### src/hdl/uhrs_pkg.sv
// Purpose: Shared constants and types for both ends of the hub reset sequencer
// Assumes: One 100 MHz reference clock on each end
// Notes: Times kept in their own unit, cycle counts derived from them
package uhrs_pkg;
   localparam int CLK_MHZ = 100;
   localparam int NUM_PORTS = 7;
   localparam int ADDR_W = 7;
   localparam int TMR_W = 24;
   localparam logic [1:0] MODE_STRAP = 2'h0;
   localparam logic [1:0] MODE_EEPROM = 2'h1;
   localparam logic [1:0] MODE_SMBUS = 2'h2;
   localparam logic [6:0] ADDR_DEFAULT = 7'h00;
   localparam int HW_RST_US = 1;
   localparam int HW_RST_CYC = HW_RST_US * CLK_MHZ;
   localparam int RECOVER_US = 500;
   localparam int RECOVER_CYC = RECOVER_US * CLK_MHZ;
   // 99.5 ms held in microseconds
   localparam int EE_LOAD_US = 99500;
   localparam int EE_LOAD_CYC = EE_LOAD_US * CLK_MHZ;
   localparam int REQ_MS = 5;
   localparam int REQ_CYC = REQ_MS * 1000 * CLK_MHZ;
   localparam int ATTACH_WAIT_MS = 100;
   localparam int ATTACH_WAIT_CYC = ATTACH_WAIT_MS * 1000 * CLK_MHZ;
   localparam int BUS_RST_MS = 10;
   localparam int BUS_RST_CYC = BUS_RST_MS * 1000 * CLK_MHZ;
   typedef enum logic [1:0] {DEV_RECOVER, DEV_EE_LOAD, DEV_SMB_LOAD, DEV_RUN} uhrs_dev_state_type;
   typedef enum logic [2:0] {
      H_RESET, H_WAIT_ATT, H_ATT_DLY, H_BUS_RST, H_READY
   } uhrs_host_state_type;
endpackage

### src/hdl/uhrs_if.sv
// Purpose: Link between the hub and its upstream host and config source
// Assumes: Each end synchronizes what it receives
// Notes: Request and completion form a four-phase level handshake
`timescale 1ns/1ps
interface uhrs_if;
   logic reset_n;
   logic usb_reset;
   logic [1:0] cfg_mode;
   logic cfg_start;
   logic cfg_done;
   logic attach;
   logic req;
   logic req_done;
   // Hub end
   modport dev (
      input reset_n, usb_reset, cfg_mode, cfg_done, req,
      output cfg_start, attach, req_done
   );
   // Upstream host and config source end
   modport host (
      output reset_n, usb_reset, cfg_mode, cfg_done, req,
      input cfg_start, attach, req_done
   );
endinterface

### src/hdl/uhrs_dev.sv
// Purpose: Hub end: hardware reset, recovery, config load, attach, bus reset
// Assumes: Link inputs are asynchronous; user side runs on ref_clk_i
// Notes: Reset pin asserts the core at once and releases it synchronously
`timescale 1ns/1ps
module uhrs_dev #(
   parameter int N = uhrs_pkg::NUM_PORTS,
   parameter int RECOVER_CYC = uhrs_pkg::RECOVER_CYC,
   parameter int EE_LOAD_CYC = uhrs_pkg::EE_LOAD_CYC,
   parameter int REQ_CYC = uhrs_pkg::REQ_CYC
) (
   // Clock and reset
   input wire logic ref_clk_i,
   input wire logic rst_i,
   // Link to host and config source
   uhrs_if.dev link,
   // Downstream port requests from hub logic
   input wire logic [N-1:0] port_en_req_i,
   input wire logic [N-1:0] port_pwr_req_i,
   // Standard device requests
   input wire logic set_addr_i,
   input wire logic [uhrs_pkg::ADDR_W-1:0] addr_i,
   input wire logic set_cfg_i,
   input wire logic cfg_val_i,
   input wire logic suspend_i,
   input wire logic req_ack_i,
   // Downstream port controls
   output logic [N-1:0] port_enable_o,
   output logic [N-1:0] port_power_enable_o,
   // Analog and clock controls
   output logic phy_enable_o,
   output logic osc_enable_o,
   output logic pll_enable_o,
   output logic led_enable_o,
   // Sequencer status
   output logic operational_o,
   output logic [1:0] mode_o,
   output logic [uhrs_pkg::ADDR_W-1:0] addr_o,
   output logic configured_o,
   output logic suspended_o,
   output logic tt_clear_o,
   // Request status
   output logic req_o,
   output logic req_late_o
);
   localparam int TW = uhrs_pkg::TMR_W;
   // Cycles lost to sync and hand-off, taken off each deadline
   localparam int RCV_LAT = 4;
   localparam int EE_LAT = 1;
   localparam int REQ_LAT = 5;

   typedef struct packed {
      uhrs_pkg::uhrs_dev_state_type st;
      logic armed;
      logic [1:0] mode;
      logic [2:0] ubr_s;
      logic [1:0] done_s;
      logic [2:0] req_s;
      logic [3:0] mode_s;
      logic osc_en;
      logic pll_en;
      logic phy_en;
      logic led_en;
      logic oper;
      logic cfg_start;
      logic attach;
      logic [N-1:0] port_en;
      logic [N-1:0] port_pwr;
      logic [uhrs_pkg::ADDR_W-1:0] addr;
      logic configured;
      logic suspended;
      logic tt_clear;
      logic req_pend;
      logic req_done;
      logic req_late;
   } uhrs_dev_reg_type;

   uhrs_dev_reg_type s_r;
   uhrs_dev_reg_type s_nxt;
   logic [1:0] hw_sync_r;
   logic hw_rst_a;
   logic core_rst;
   logic seq_load;
   logic [TW-1:0] seq_val;
   logic seq_done;
   logic req_load;
   logic req_tmo;
   logic ubr;
   logic ubr_rise;

   // Pin reset asserts at once, release passes two flops
   assign hw_rst_a = rst_i | ~link.reset_n;
   always_ff @(posedge ref_clk_i or posedge hw_rst_a)
   begin
      if (hw_rst_a)
         hw_sync_r <= 2'h0;
      else
         hw_sync_r <= {hw_sync_r[0], 1'b1};
   end
   assign core_rst = ~hw_sync_r[1];

   // Recovery and config load timeouts
   uhrs_timer #(.W(TW)) u_seq_tmr (
      .ref_clk_i(ref_clk_i),
      .rst_i(core_rst),
      .load_i(seq_load),
      .value_i(seq_val),
      .done_o(seq_done)
   );

   // Request completion deadline
   uhrs_timer #(.W(TW)) u_req_tmr (
      .ref_clk_i(ref_clk_i),
      .rst_i(core_rst),
      .load_i(req_load),
      .value_i(TW'(REQ_CYC - REQ_LAT)),
      .done_o(req_tmo)
   );

   // Synchronized bus reset level and edge
   assign ubr = s_r.ubr_s[1];
   assign ubr_rise = s_r.ubr_s[1] & ~s_r.ubr_s[2];

   // Next state of the sequencer
   always_comb
   begin
      s_nxt = s_r;
      seq_load = 1'b0;
      seq_val = TW'(RECOVER_CYC - RCV_LAT);
      req_load = 1'b0;
      s_nxt.armed = 1'b1;
      s_nxt.tt_clear = 1'b0;
      s_nxt.req_late = 1'b0;
      s_nxt.ubr_s = {s_r.ubr_s[1:0], link.usb_reset};
      s_nxt.done_s = {s_r.done_s[0], link.cfg_done};
      s_nxt.req_s = {s_r.req_s[1:0], link.req};
      s_nxt.mode_s = {s_r.mode_s[1:0], link.cfg_mode};
      // Clocks run again once the core leaves reset
      s_nxt.osc_en = 1'b1;
      s_nxt.pll_en = 1'b1;
      // Recovery timer starts on the synchronized release
      if (!s_r.armed)
         seq_load = 1'b1;
      case (s_r.st)
         uhrs_pkg::DEV_RECOVER:
         begin
            if (s_r.armed && seq_done)
            begin
               s_nxt.oper = 1'b1;
               s_nxt.phy_en = 1'b1;
               s_nxt.mode = s_r.mode_s[3:2];
               if (s_r.mode_s[3:2] == uhrs_pkg::MODE_EEPROM)
               begin
                  s_nxt.st = uhrs_pkg::DEV_EE_LOAD;
                  s_nxt.cfg_start = 1'b1;
                  seq_load = 1'b1;
                  seq_val = TW'(EE_LOAD_CYC - EE_LAT);
               end
               else if (s_r.mode_s[3:2] == uhrs_pkg::MODE_SMBUS)
               begin
                  s_nxt.st = uhrs_pkg::DEV_SMB_LOAD;
               end
               else
               begin
                  s_nxt.st = uhrs_pkg::DEV_RUN;
                  s_nxt.attach = 1'b1;
               end
            end
         end
         uhrs_pkg::DEV_EE_LOAD:
         begin
            // Give up on a silent EEPROM and run on defaults
            if (s_r.done_s[1] || seq_done)
            begin
               s_nxt.st = uhrs_pkg::DEV_RUN;
               s_nxt.cfg_start = 1'b0;
               s_nxt.attach = 1'b1;
            end
         end
         uhrs_pkg::DEV_SMB_LOAD:
         begin
            // No deadline: stay detached until the load ends
            if (s_r.done_s[1])
            begin
               s_nxt.st = uhrs_pkg::DEV_RUN;
               s_nxt.attach = 1'b1;
            end
         end
         uhrs_pkg::DEV_RUN:
         begin
            s_nxt.led_en = 1'b1;
            s_nxt.port_en = port_en_req_i;
            s_nxt.port_pwr = port_pwr_req_i & {N{s_r.configured}};
            if (set_addr_i)
               s_nxt.addr = addr_i;
            if (set_cfg_i)
               s_nxt.configured = cfg_val_i;
            if (suspend_i)
               s_nxt.suspended = 1'b1;
            // Four-phase request handshake with a hard deadline
            if (s_r.req_s[2] && !s_r.req_pend && !s_r.req_done)
            begin
               s_nxt.req_pend = 1'b1;
               req_load = 1'b1;
            end
            else if (s_r.req_pend && (req_ack_i || req_tmo))
            begin
               s_nxt.req_pend = 1'b0;
               s_nxt.req_done = 1'b1;
               s_nxt.req_late = ~req_ack_i;
            end
            else if (s_r.req_done && !s_r.req_s[2])
            begin
               s_nxt.req_done = 1'b0;
            end
         end
         default:
         begin
            s_nxt.st = uhrs_pkg::DEV_RECOVER;
         end
      endcase
      // Upstream bus reset wins over software updates
      if (ubr)
      begin
         s_nxt.addr = uhrs_pkg::ADDR_DEFAULT;
         s_nxt.configured = 1'b0;
         s_nxt.port_pwr = '0;
         s_nxt.suspended = 1'b0;
      end
      // Port enables are left alone so no reset goes downstream
      if (ubr_rise)
         s_nxt.tt_clear = 1'b1;
   end

   // Everything returns to zero defaults while the pin is low
   always_ff @(posedge ref_clk_i or posedge core_rst)
   begin
      if (core_rst)
         s_r <= '0;
      else
         s_r <= s_nxt;
   end

   // Link outputs
   assign link.cfg_start = s_r.cfg_start;
   assign link.attach = s_r.attach;
   assign link.req_done = s_r.req_done;

   // User side outputs
   assign port_enable_o = s_r.port_en;
   assign port_power_enable_o = s_r.port_pwr;
   assign phy_enable_o = s_r.phy_en;
   assign osc_enable_o = s_r.osc_en;
   assign pll_enable_o = s_r.pll_en;
   assign led_enable_o = s_r.led_en;
   assign operational_o = s_r.oper;
   assign mode_o = s_r.mode;
   assign addr_o = s_r.addr;
   assign configured_o = s_r.configured;
   assign suspended_o = s_r.suspended;
   assign tt_clear_o = s_r.tt_clear;
   assign req_o = s_r.req_pend;
   assign req_late_o = s_r.req_late;
endmodule

### src/hdl/uhrs_timer.sv
// Purpose: Loadable down counter that flags expiry
// Assumes: Load value is the wanted number of cycles
// Notes: Done stays high until the next load
`timescale 1ns/1ps
module uhrs_timer #(
   parameter int W = uhrs_pkg::TMR_W
) (
   // Clock and reset
   input wire logic ref_clk_i,
   input wire logic rst_i,
   // Control
   input wire logic load_i,
   input wire logic [W-1:0] value_i,
   // Status
   output logic done_o
);
   typedef struct packed {
      logic run;
      logic [W-1:0] cnt;
   } uhrs_tmr_type;

   uhrs_tmr_type s_r;
   uhrs_tmr_type s_nxt;

   // Load or count down to zero
   always_comb
   begin
      s_nxt = s_r;
      if (load_i)
      begin
         s_nxt.run = 1'b1;
         s_nxt.cnt = value_i;
      end
      else if (s_r.run && (s_r.cnt != '0))
      begin
         s_nxt.cnt = s_r.cnt - 1'b1;
      end
   end

   // State register
   always_ff @(posedge ref_clk_i or posedge rst_i)
   begin
      if (rst_i)
         s_r <= '0;
      else
         s_r <= s_nxt;
   end

   // Expiry flag
   assign done_o = s_r.run && (s_r.cnt == '0);
endmodule
### src/flat_wrapper.sv
// flat-port wrapper written by rule: the top's interface ports become plain ports
module uhrs_dev_flat 
#(
   parameter int N = uhrs_pkg::NUM_PORTS,
   parameter int RECOVER_CYC = uhrs_pkg::RECOVER_CYC,
   parameter int EE_LOAD_CYC = uhrs_pkg::EE_LOAD_CYC,
   parameter int REQ_CYC = uhrs_pkg::REQ_CYC
)
  (ref_clk_i, rst_i, port_en_req_i, port_pwr_req_i, set_addr_i, addr_i, set_cfg_i, cfg_val_i, suspend_i, req_ack_i, port_enable_o, port_power_enable_o, phy_enable_o, osc_enable_o, pll_enable_o, led_enable_o, operational_o, mode_o, addr_o, configured_o, suspended_o, tt_clear_o, req_o, req_late_o, link_reset_n, link_usb_reset, link_cfg_mode, link_cfg_done, link_req, link_cfg_start, link_attach, link_req_done);
  uhrs_if link_i ();
  input wire logic ref_clk_i;
  input wire logic rst_i;
  input wire logic [N-1:0] port_en_req_i;
  input wire logic [N-1:0] port_pwr_req_i;
  input wire logic set_addr_i;
  input wire logic [uhrs_pkg::ADDR_W-1:0] addr_i;
  input wire logic set_cfg_i;
  input wire logic cfg_val_i;
  input wire logic suspend_i;
  input wire logic req_ack_i;
  output logic [N-1:0] port_enable_o;
  output logic [N-1:0] port_power_enable_o;
  output logic phy_enable_o;
  output logic osc_enable_o;
  output logic pll_enable_o;
  output logic led_enable_o;
  output logic operational_o;
  output logic [1:0] mode_o;
  output logic [uhrs_pkg::ADDR_W-1:0] addr_o;
  output logic configured_o;
  output logic suspended_o;
  output logic tt_clear_o;
  output logic req_o;
  output logic req_late_o;
  input wire logic [$bits(link_i.reset_n)-1:0] link_reset_n;
  input wire logic [$bits(link_i.usb_reset)-1:0] link_usb_reset;
  input wire logic [$bits(link_i.cfg_mode)-1:0] link_cfg_mode;
  input wire logic [$bits(link_i.cfg_done)-1:0] link_cfg_done;
  input wire logic [$bits(link_i.req)-1:0] link_req;
  output wire logic [$bits(link_i.cfg_start)-1:0] link_cfg_start;
  output wire logic [$bits(link_i.attach)-1:0] link_attach;
  output wire logic [$bits(link_i.req_done)-1:0] link_req_done;
  assign link_i.reset_n = link_reset_n;
  assign link_i.usb_reset = link_usb_reset;
  assign link_i.cfg_mode = link_cfg_mode;
  assign link_i.cfg_done = link_cfg_done;
  assign link_i.req = link_req;
  assign link_cfg_start = link_i.cfg_start;
  assign link_attach = link_i.attach;
  assign link_req_done = link_i.req_done;
  uhrs_dev #(.N(N), .RECOVER_CYC(RECOVER_CYC), .EE_LOAD_CYC(EE_LOAD_CYC), .REQ_CYC(REQ_CYC)) u_core (.ref_clk_i(ref_clk_i), .rst_i(rst_i), .link(link_i), .port_en_req_i(port_en_req_i), .port_pwr_req_i(port_pwr_req_i), .set_addr_i(set_addr_i), .addr_i(addr_i), .set_cfg_i(set_cfg_i), .cfg_val_i(cfg_val_i), .suspend_i(suspend_i), .req_ack_i(req_ack_i), .port_enable_o(port_enable_o), .port_power_enable_o(port_power_enable_o), .phy_enable_o(phy_enable_o), .osc_enable_o(osc_enable_o), .pll_enable_o(pll_enable_o), .led_enable_o(led_enable_o), .operational_o(operational_o), .mode_o(mode_o), .addr_o(addr_o), .configured_o(configured_o), .suspended_o(suspended_o), .tt_clear_o(tt_clear_o), .req_o(req_o), .req_late_o(req_late_o));
endmodule
### config.mk
export PLATFORM = sky130hd
export DESIGN_NAME = uhrs_dev_flat
export DESIGN_NICKNAME = d
export VERILOG_FILES = /design/src/hdl/uhrs_pkg.sv /design/src/hdl/uhrs_if.sv /design/src/hdl/uhrs_dev.sv /design/src/hdl/uhrs_timer.sv /design/src/flat_wrapper.sv
export SDC_FILE = /design/constraint.sdc
export NUM_CORES = 1
export LEC_CHECK = 0
export ABC_AREA = 1
export BUFFER_PORTS_ARGS = -buffer_cell sky130_fd_sc_hd__buf_4
export CELL_PAD_IN_SITES_DETAIL_PLACEMENT = 0
export CELL_PAD_IN_SITES_GLOBAL_PLACEMENT = 1
export CORE_ASPECT_RATIO = 1.25
export CORE_MARGIN = 2
export CORE_UTILIZATION = 43
export CTS_CLUSTER_DIAMETER = 30
export DETAILED_ROUTE_END_ITERATION = 12
export GPL_ROUTABILITY_DRIVEN = 0
export GPL_TIMING_DRIVEN = 0
export PLACE_DENSITY = 0.77
export REMOVE_ABC_BUFFERS = 1
export SYNTH_ARGS = -nofsm -noshare
export SYNTH_HDL_FRONTEND = slang
export SYNTH_SLANG_ARGS = --single-unit
### constraint.sdc
create_clock -name ref_clk_i -period 4.4 [get_ports ref_clk_i]
set_clock_uncertainty 0.2 [all_clocks]
set_input_delay 0.22 -clock ref_clk_i [delete_from_list [all_inputs] [get_ports ref_clk_i]]
set_output_delay 0.22 -clock ref_clk_i [all_outputs]
set_load 0.02 [all_outputs]
==> flow_summary.yaml, run 1 <==
final_layout:
  ff_latch_area_sq_mm: 0.00251
  syn2layout_area_growth_pct: 20.9
  multi_input_area_sq_mm: 0.00231
  fin_nets: 814
  antenna_cells: 0
  drive_above_1_share_pct: 13.3
  filler_cell_count: 1201
  finish.cell_count_without_fillers: 941
synth:
  dominantRegCellSynth: "sky130_fd_sc_hd__dfrtp_1"
  synth.ff_latch_count: 100
  synthMostInstantiatedCell: "sky130_fd_sc_hd__nand2_1"
  netlist.area_leader.share_pct: 46.7
  syn-cell-area_sq_mm: 0.00536
  synth_top_area_cell: "sky130_fd_sc_hd__dfrtp_1"
  proportion_of_register_bits_with_asynchronous_set_or_reset_after_synthesis_pct: 100
  syn_inst: 696
  number_of_flops_mapped_to_enable_cells_by_yosys: 0
  part_of_the_yosys_area_used_for_sequential_elements_pct: 46.7
  post_synth_most_frequent_cells: "sky130_fd_sc_hd__nand2_1 (189), sky130_fd_sc_hd__dfrtp_1 (100), sky130_fd_sc_hd__nor2_1 (84)"
  synth.distinct_cells: 38
  synthesis.yosys.warnings: 0
  ys_top_cells_by_area: "sky130_fd_sc_hd__dfrtp_1 (47%), sky130_fd_sc_hd__nand2_1 (13%), sky130_fd_sc_hd__nor2_1 (5.9%), sky130_fd_sc_hd__nand3_1 (5.8%), sky130_fd_sc_hd__inv_1 (5.3%)"
  syn_area_per_cell_sq_um: 7.70
placement:
  dpl.cell_count: 892
  dp_hpwl_um: 8860
  io_buffer_count: 69
detailed_routing:
  post_drt_via_cell_ratio: 4.95
  vias: 4661
  met2WireLength_um: 6660
  met1Wirelength_um: 5400
  detailedRoute.firstIterationViolations: 186
  ant_nets: 0
  detail_route.drc_violations: 0
  topRoutingLayerUsed: "met4"
  wl_met3_um: 227
  drt-total-wl_um: 12600
  first_pass_iters: 4
  routed_len_inst_um: 13.4
critical_path:
  timing.critical_path.from_type: "flip-flop"
  reg2reg_from: "u_core.s_r[49]$_DFFE_PN0P_"
  path_class: "reg -> reg"
  critical_path.n_buffers_inverters: 1
  critical_path.reg2reg.endpoint: "u_core.u_req_tmr.s_r[2]$_DFFE_PN0P_"
  crit_path_arrival_time_ns: 3.33
  critPathCaptureType: "flip-flop"
  path_delay_family: "simple AND/OR/NAND/NOR gates"
  cpMaxStageDelayCell: "sky130_fd_sc_hd__ha_1"
  timing.critical_path.slowest_cell_delay_ns: 0.76
  worstPathCellList: "ha_1 > nand2_1 > nand2_1 > inv_1 > nand2_1 > o31ai_1"
  timing.critical_path.depth: 6
  cpMostUsedCell: "sky130_fd_sc_hd__nand2_1"
  timing.reg2reg.worst_path_depth: 6
  worst_setup_path_startpoint: "u_core.s_r[49]$_DFFE_PN0P_"
  ff2ff_setup_slack_ns: 1.09
  crit_fanout: 25
  required_ns: 4.43
clocking:
  clockBufferDepth: 2
  post_cts_buffers: 0
  tritoncts: "done"
  worst_setup_hold_path_clk_slew_ns: 0.07
  clock_tree.root_cell: "sky130_fd_sc_hd__clkbuf_16"
  ctsHtreeMaxLevel: 3
  number_of_cts_inserted_buffers: 9
  clock_insertion_delay_worst_skew_ns: 0.35
  clock_sinks: 100
  post_cts_repair_resize_count: 0
power_and_ir_drop:
  pwr_density_cell_mw_per_mm2: 442
  total_leakage_power_uw: 0.00322
  power_switching_share_pct: 37.3
  power_report.internal_total_uw: 1800
  power_frac_comb_pct: 30.1
  power.sequential.fraction_pct: 42.2
  max-vdd-ir-drop_mv: 0.236
  p_sw_uw: 1070
  fin_total_pwr_uw: 2870
  power.share.clock_pct: 27.6
die:
  core_sq_mm: 0.0122
  die_area_sq_mm: 0.0134
  rows: 45
  ioPinCount: 70
  start_util_pct: 44.1
  die_h_um: 129
  chipWidth_um: 104
sta:
  finalHoldViolations: 0
  post-route-period-util_pct: 75.2
  setup_viol: 0
  max_freq_ghz: 0.302
  period_needed_ns: 3.31
  slew_viol_final: 0
  slew-limit-headroom_pct: 40.8
  worst_pin_slew_ns: 0.888
  rsz0062_at_grt: "no"
global_route:
  first_pass_grt_wire_length_um: 21600
  global_route.overflow_total: 0
  grt_use_total_pct: 19.9
  grt_max_degree: 54
  initial_antenna_violation_count: 0
  number_of_global_route_vias_before_repair: 4580
hold_path:
  holdPathEnd: "u_core.addr_o[6]$_DFFE_PN0P_"
  hp-start: "set_addr_i"
  worst_hold_check_path_type: "in -> reg"
  min_path_cells: 4
job:
  max_cap_violations: 0
outcome:
  outcome: "completed"
worst register-to-register path, delay by kind of cell (launching register included):
family	cells	cell delay [ns]
and+or+nand+nor	3	1.51
AOI/OAI and AO/OA	1	0.06
adders and majority gates	1	0.76
buffers and inverters	1	0.24
DFF	1	0.40
per-layer routing:
metal,GRT usage [%],vias up
li1,-,2353
met1,24.0,2240
met2,36.0,50
met3,2.23,18
met4,9.38,0
met5,0,-
registers in the layout, summed over array words and instances (netlist names):
register                    flops
u_core.u_req_tmr.s_r           25
u_core.u_seq_tmr.s_r           25
u_core.s_r                      8
u_core.addr_o                   7
u_core.port_enable_o            7
u_core.port_power_enable_o      7
u_core.s_nxt                    7
u_core.hw_sync_r                2
u_core.mode_o                   2
u_core.configured_o             1
u_core.led_enable_o             1
u_core.link.attach              1
u_core.link.cfg_start           1
u_core.link.req_done            1
u_core.phy_enable_o             1
u_core.req_late_o               1
u_core.req_o                    1
u_core.suspended_o              1
u_core.tt_clear_o               1
power by group through the flow:
stage          combinational, uW  clock [uW]  sequential [uW]
2_1_floorplan                494           0             1280
3_3_place_gp                 823           0             1230
3_5_place_dp                 849           0             1230
4_1_cts                      876         815             1210
5_1_grt                      988         847             1240
6_report                     864         793             1210
worst max path at each step:
stage,to
2_1_floorplan,u_core.addr_o[0]$_DFFE_PN0P_
3_3_place_gp,u_core.u_seq_tmr.s_r[21]$_DFFE_PN0P_
3_5_place_dp,u_core.u_req_tmr.s_r[2]$_DFFE_PN0P_
4_1_cts,u_core.u_req_tmr.s_r[2]$_DFFE_PN0P_
5_1_grt,u_core.u_req_tmr.s_r[7]$_DFFE_PN0P_
6_report,u_core.u_req_tmr.s_r[2]$_DFFE_PN0P_
placed cells by master (no fill, tap or decap), types with 2 or more instances in the layout:
master,instances
sky130_fd_sc_hd__xnor2_1,6
sky130_fd_sc_hd__nand2_1,189
sky130_fd_sc_hd__ha_1,8
sky130_fd_sc_hd__nor2_4,2
sky130_fd_sc_hd__o21ai_0,39
sky130_fd_sc_hd__dlygate4sd3_1,33
sky130_fd_sc_hd__nor2_2,4
sky130_fd_sc_hd__inv_8,3
sky130_fd_sc_hd__buf_4,69
sky130_fd_sc_hd__nor3_1,6
sky130_fd_sc_hd__inv_1,76
sky130_fd_sc_hd__inv_6,3
sky130_fd_sc_hd__conb_1,2
sky130_fd_sc_hd__a21oi_1,10
sky130_fd_sc_hd__nand4_1,28
sky130_fd_sc_hd__nand3_1,62
sky130_fd_sc_hd__and2_1,2
sky130_fd_sc_hd__dfrtp_1,99
sky130_fd_sc_hd__o21bai_1,3
sky130_fd_sc_hd__o21a_1,2
sky130_fd_sc_hd__or2_2,4
sky130_fd_sc_hd__nor2_1,84
sky130_fd_sc_hd__xor2_1,12
sky130_fd_sc_hd__nand3b_1,6
sky130_fd_sc_hd__clkbuf_16,9
cells by family after synthesis:
kind of cell             Yosys count  share of synthesized area [%]
buffers and inverters            117                           10.2
adder cells (fa/ha/maj)            8                           1.87
other                              1                         0.0699
AO/OA/AOI/OAI                     59                           5.97
flip-flops                       100                           46.7
XOR/XNOR                          18                           2.94
AND/OR/NAND/NOR                  393                           32.2
repair_timing:
item,CTS,global route
endpoints found under the setup margin,0,0
hold endpoints to repair,31,0
hold buffers,33,0
per-stage QoR:
| stage | utilization [%] | hold WS [ns] | setup WS (ns) | setup TNS (ns) | area (sq um) |
|---|---|---|---|---|---|
| 6_report | 53.3 | 0.0841 | 1.09 | 0 | 6480 |
| 3_3_place_gp | 48.0 | -0.0804 | -0.0685 | -6.15 | 5830 |
| 3_5_place_dp | 48.2 | -0.0687 | 0.956 | 0 | 5860 |
| 4_1_cts | 53.3 | 0.0756 | 0.944 | 0 | 6480 |
| 2_1_floorplan | - | -0.183 | 1.21 | 0 | 5110 |
| 5_1_grt | 53.3 | 0.111 | 0.628 | 0 | 6480 |
layout make-up:
type	count	share of cell area, %
tap	164	3.16
timing repair buffer	103	13.5
inverter	78	4.51
sequential	100	38.6
clock inverter	7	1.00
multi-input combinational	480	35.7
clock buffer	9	3.47
(Power assumes the default switching activity.)
==> run 2: changes to the inputs <==
Clock period 4.4 ns to 3.1 ns, I/O delays scaled along.
==> flow_summary.yaml, run 2 (synthesis gave the netlist of run 1 again) <==
outcome:
  outcome: "completed"
clocking:
  tritoncts: "done"
  clockBufferDepth: 2
  worst_setup_hold_path_clk_slew_ns: 0.07
  post_cts_buffers: 0
  clock_sinks: 100
  ctsHtreeMaxLevel: 3
  number_of_cts_inserted_buffers: 9
  clock_insertion_delay_worst_skew_ns: 0.35
  clock_tree.root_cell: "sky130_fd_sc_hd__clkbuf_16"
sta:
  period_needed_ns: 2.72
  slew-limit-headroom_pct: 51.7
  setup_viol: 0
  rsz0062_at_grt: "no"
  fin_worst_hold_slack_ns: 0.0195
  worst_pin_slew_ns: 0.725
  slew_viol_final: 0
  post-route-period-util_pct: 87.7
  finalHoldViolations: 0
  setup-tns-final_ns: 0
  max_freq_ghz: 0.368
detailed_routing:
  detailedRoute.firstIterationViolations: 206
  routed_len_inst_um: 13.4
  first_pass_iters: 5
  vias: 4669
  post_drt_via_cell_ratio: 4.96
  drt-total-wl_um: 12600
  detail_route.drc_violations: 0
  ant_nets: 0
final_layout:
  most_frequent_standard_cell_in_the_layout_excluding_fill_and_tap_cells: "sky130_fd_sc_hd__nand2_1"
  finish.cell_count_without_fillers: 941
  layout_common_cells: "sky130_fd_sc_hd__nand2_1 (188), sky130_fd_sc_hd__dfrtp_1 (99), sky130_fd_sc_hd__nor2_1 (84)"
  antenna_cells: 0
  fin_nets: 814
  syn2layout_area_growth_pct: 21.0
  largestRegisters: "u_core.u_req_tmr.s_r x25, u_core.u_seq_tmr.s_r x25, u_core.s_r x8"
  drive_above_1_share_pct: 13.5
power_and_ir_drop:
  max-vdd-ir-drop_mv: 0.336
  total_leakage_power_uw: 0.00322
  pwr_density_cell_mw_per_mm2: 628
die:
  die_h_um: 129
  start_util_pct: 44.1
  rows: 45
  chipWidth_um: 104
  core_sq_mm: 0.0122
  ioPinCount: 70
  die_area_sq_mm: 0.0134
global_route:
  initial_antenna_violation_count: 0
  grt_use_total_pct: 19.9
  grt_max_degree: 54
  number_of_global_route_vias_before_repair: 4580
  global_route.overflow_total: 0
  first_pass_grt_wire_length_um: 21600
critical_path:
  critical_path.n_buffers_inverters: 2
  cpMostUsedCell: "sky130_fd_sc_hd__nand3_1"
  timing.critical_path.from_type: "flip-flop"
  cpMaxStageDelayCell: "sky130_fd_sc_hd__clkinv_1"
  reg2reg_from: "u_core.u_req_tmr.s_r[0]$_DFFE_PN0P_"
  path_delay_family: "simple AND/OR/NAND/NOR gates"
  critical_path.reg2reg.endpoint: "u_core.u_req_tmr.s_r[3]$_DFFE_PN0P_"
  timing.reg2reg.worst_path_depth: 9
  required_ns: 3.11
  timing.critical_path.depth: 9
  ff2ff_setup_slack_ns: 0.38
  critPathCaptureType: "flip-flop"
  timing.critical_path.to: "u_core.u_req_tmr.s_r[3]$_DFFE_PN0P_"
  worstPathCellList: "inv_1 > ha_1 > nand3_1 > nor2_1 > nand4_1 > nand2_1 > clkinv_1 > nand3b_1 > nand3_1"
  crit_path_arrival_time_ns: 2.73
  worst_setup_path_startpoint: "u_core.u_req_tmr.s_r[0]$_DFFE_PN0P_"
  crit_fanout: 17
  timing.critical_path.slowest_cell_delay_ns: 0.61
  path_class: "reg -> reg"
placement:
  dpl.cell_count: 892
  io_buffer_count: 69
  dp_hpwl_um: 8860
hold_path:
  worst_hold_check_path_type: "in -> async"
job:
  max_cap_violations: 0
## run 2: cell types whose count changed in the layout (fill, tap and decap cells not counted)
cell / previous run / this run
sky130_fd_sc_hd__nand2_2: 1 / 2
sky130_fd_sc_hd__nand2_1: 189 / 188
sky130_fd_sc_hd__ha_1: 8 / 7
sky130_fd_sc_hd__ha_2: 0 / 1
## run 2: worst register-to-register path, stage by stage (launching register included)
cell	delay, ns
sky130_fd_sc_hd__dfrtp_1	0.39
sky130_fd_sc_hd__inv_1	0.13
sky130_fd_sc_hd__ha_1	0.16
sky130_fd_sc_hd__nand3_1	0.11
sky130_fd_sc_hd__nor2_1	0.12
sky130_fd_sc_hd__nand4_1	0.12
sky130_fd_sc_hd__nand2_1	0.38
sky130_fd_sc_hd__clkinv_1	0.61
sky130_fd_sc_hd__nand3b_1	0.27
sky130_fd_sc_hd__nand3_1	0.09
## run 2: power by group
group / internal [uW] / total, uW / switching [uW] / leakage, uW
Clock: 570 / 1130 / 556 / 0.000147
Combinational: 465 / 1230 / 767 / 0.00185
Sequential: 1520 / 1720 / 198 / 0.00123
## run 2: what timing repair did
action                                  4_1_cts  5_1_grt
hold buffers                                 33        0
endpoints found under the hold margin        32        0
resized for setup                             2        0
endpoints found under the setup margin       15        0
## run 2: metal layers
layer / wire (um) / vias to the layer above / GRT usage (%)
li1: - / 2351 / -
met1: 5390 / 2243 / 24.0
met2: 6660 / 57 / 36.0
met3: 249 / 18 / 2.23
met4: 305 / 0 / 9.38
met5: 0 / - / 0
## run 2: per-stage QoR
step / utilization [%] / total power, uW / area [sq um] / worst slack [ns]
CTS: 53.4 / 4130 / 6490 / 0.372
finish: 53.4 / 4080 / 6490 / 0.381
global route: 53.4 / 4360 / 6490 / 0.0800
floorplan: - / 2510 / 5110 / -0.0918
detailed placement: 48.2 / 2950 / 5860 / -0.344
global placement: 48.0 / 2910 / 5830 / -1.37
## run 2: worst min-delay path by stage
stage | startpoint | end | depth (start not counted)
after floorplan | rst_i | u_core.hw_sync_r[0]$_DFF_PP0_ | 1
after global placement | link_reset_n | u_core.hw_sync_r[0]$_DFF_PP0_ | 3
after detailed placement | link_reset_n | u_core.hw_sync_r[0]$_DFF_PP0_ | 3
after CTS | set_addr_i | u_core.addr_o[6]$_DFFE_PN0P_ | 4
after global routing | set_addr_i | u_core.addr_o[2]$_DFFE_PN0P_ | 3
final | rst_i | u_core.hw_sync_r[1]$_DFF_PP0_ | 3
## run 2: final cells by class
cell class              instances  area (sq um)
repair buffers                103           876
multi-input cells             480          2320
clock buffers                   9           225
well taps                     164           205
inverters                      78           293
clock inverters                 7          65.1
fillers                      1199          5670
flip-flops and latches        100          2510
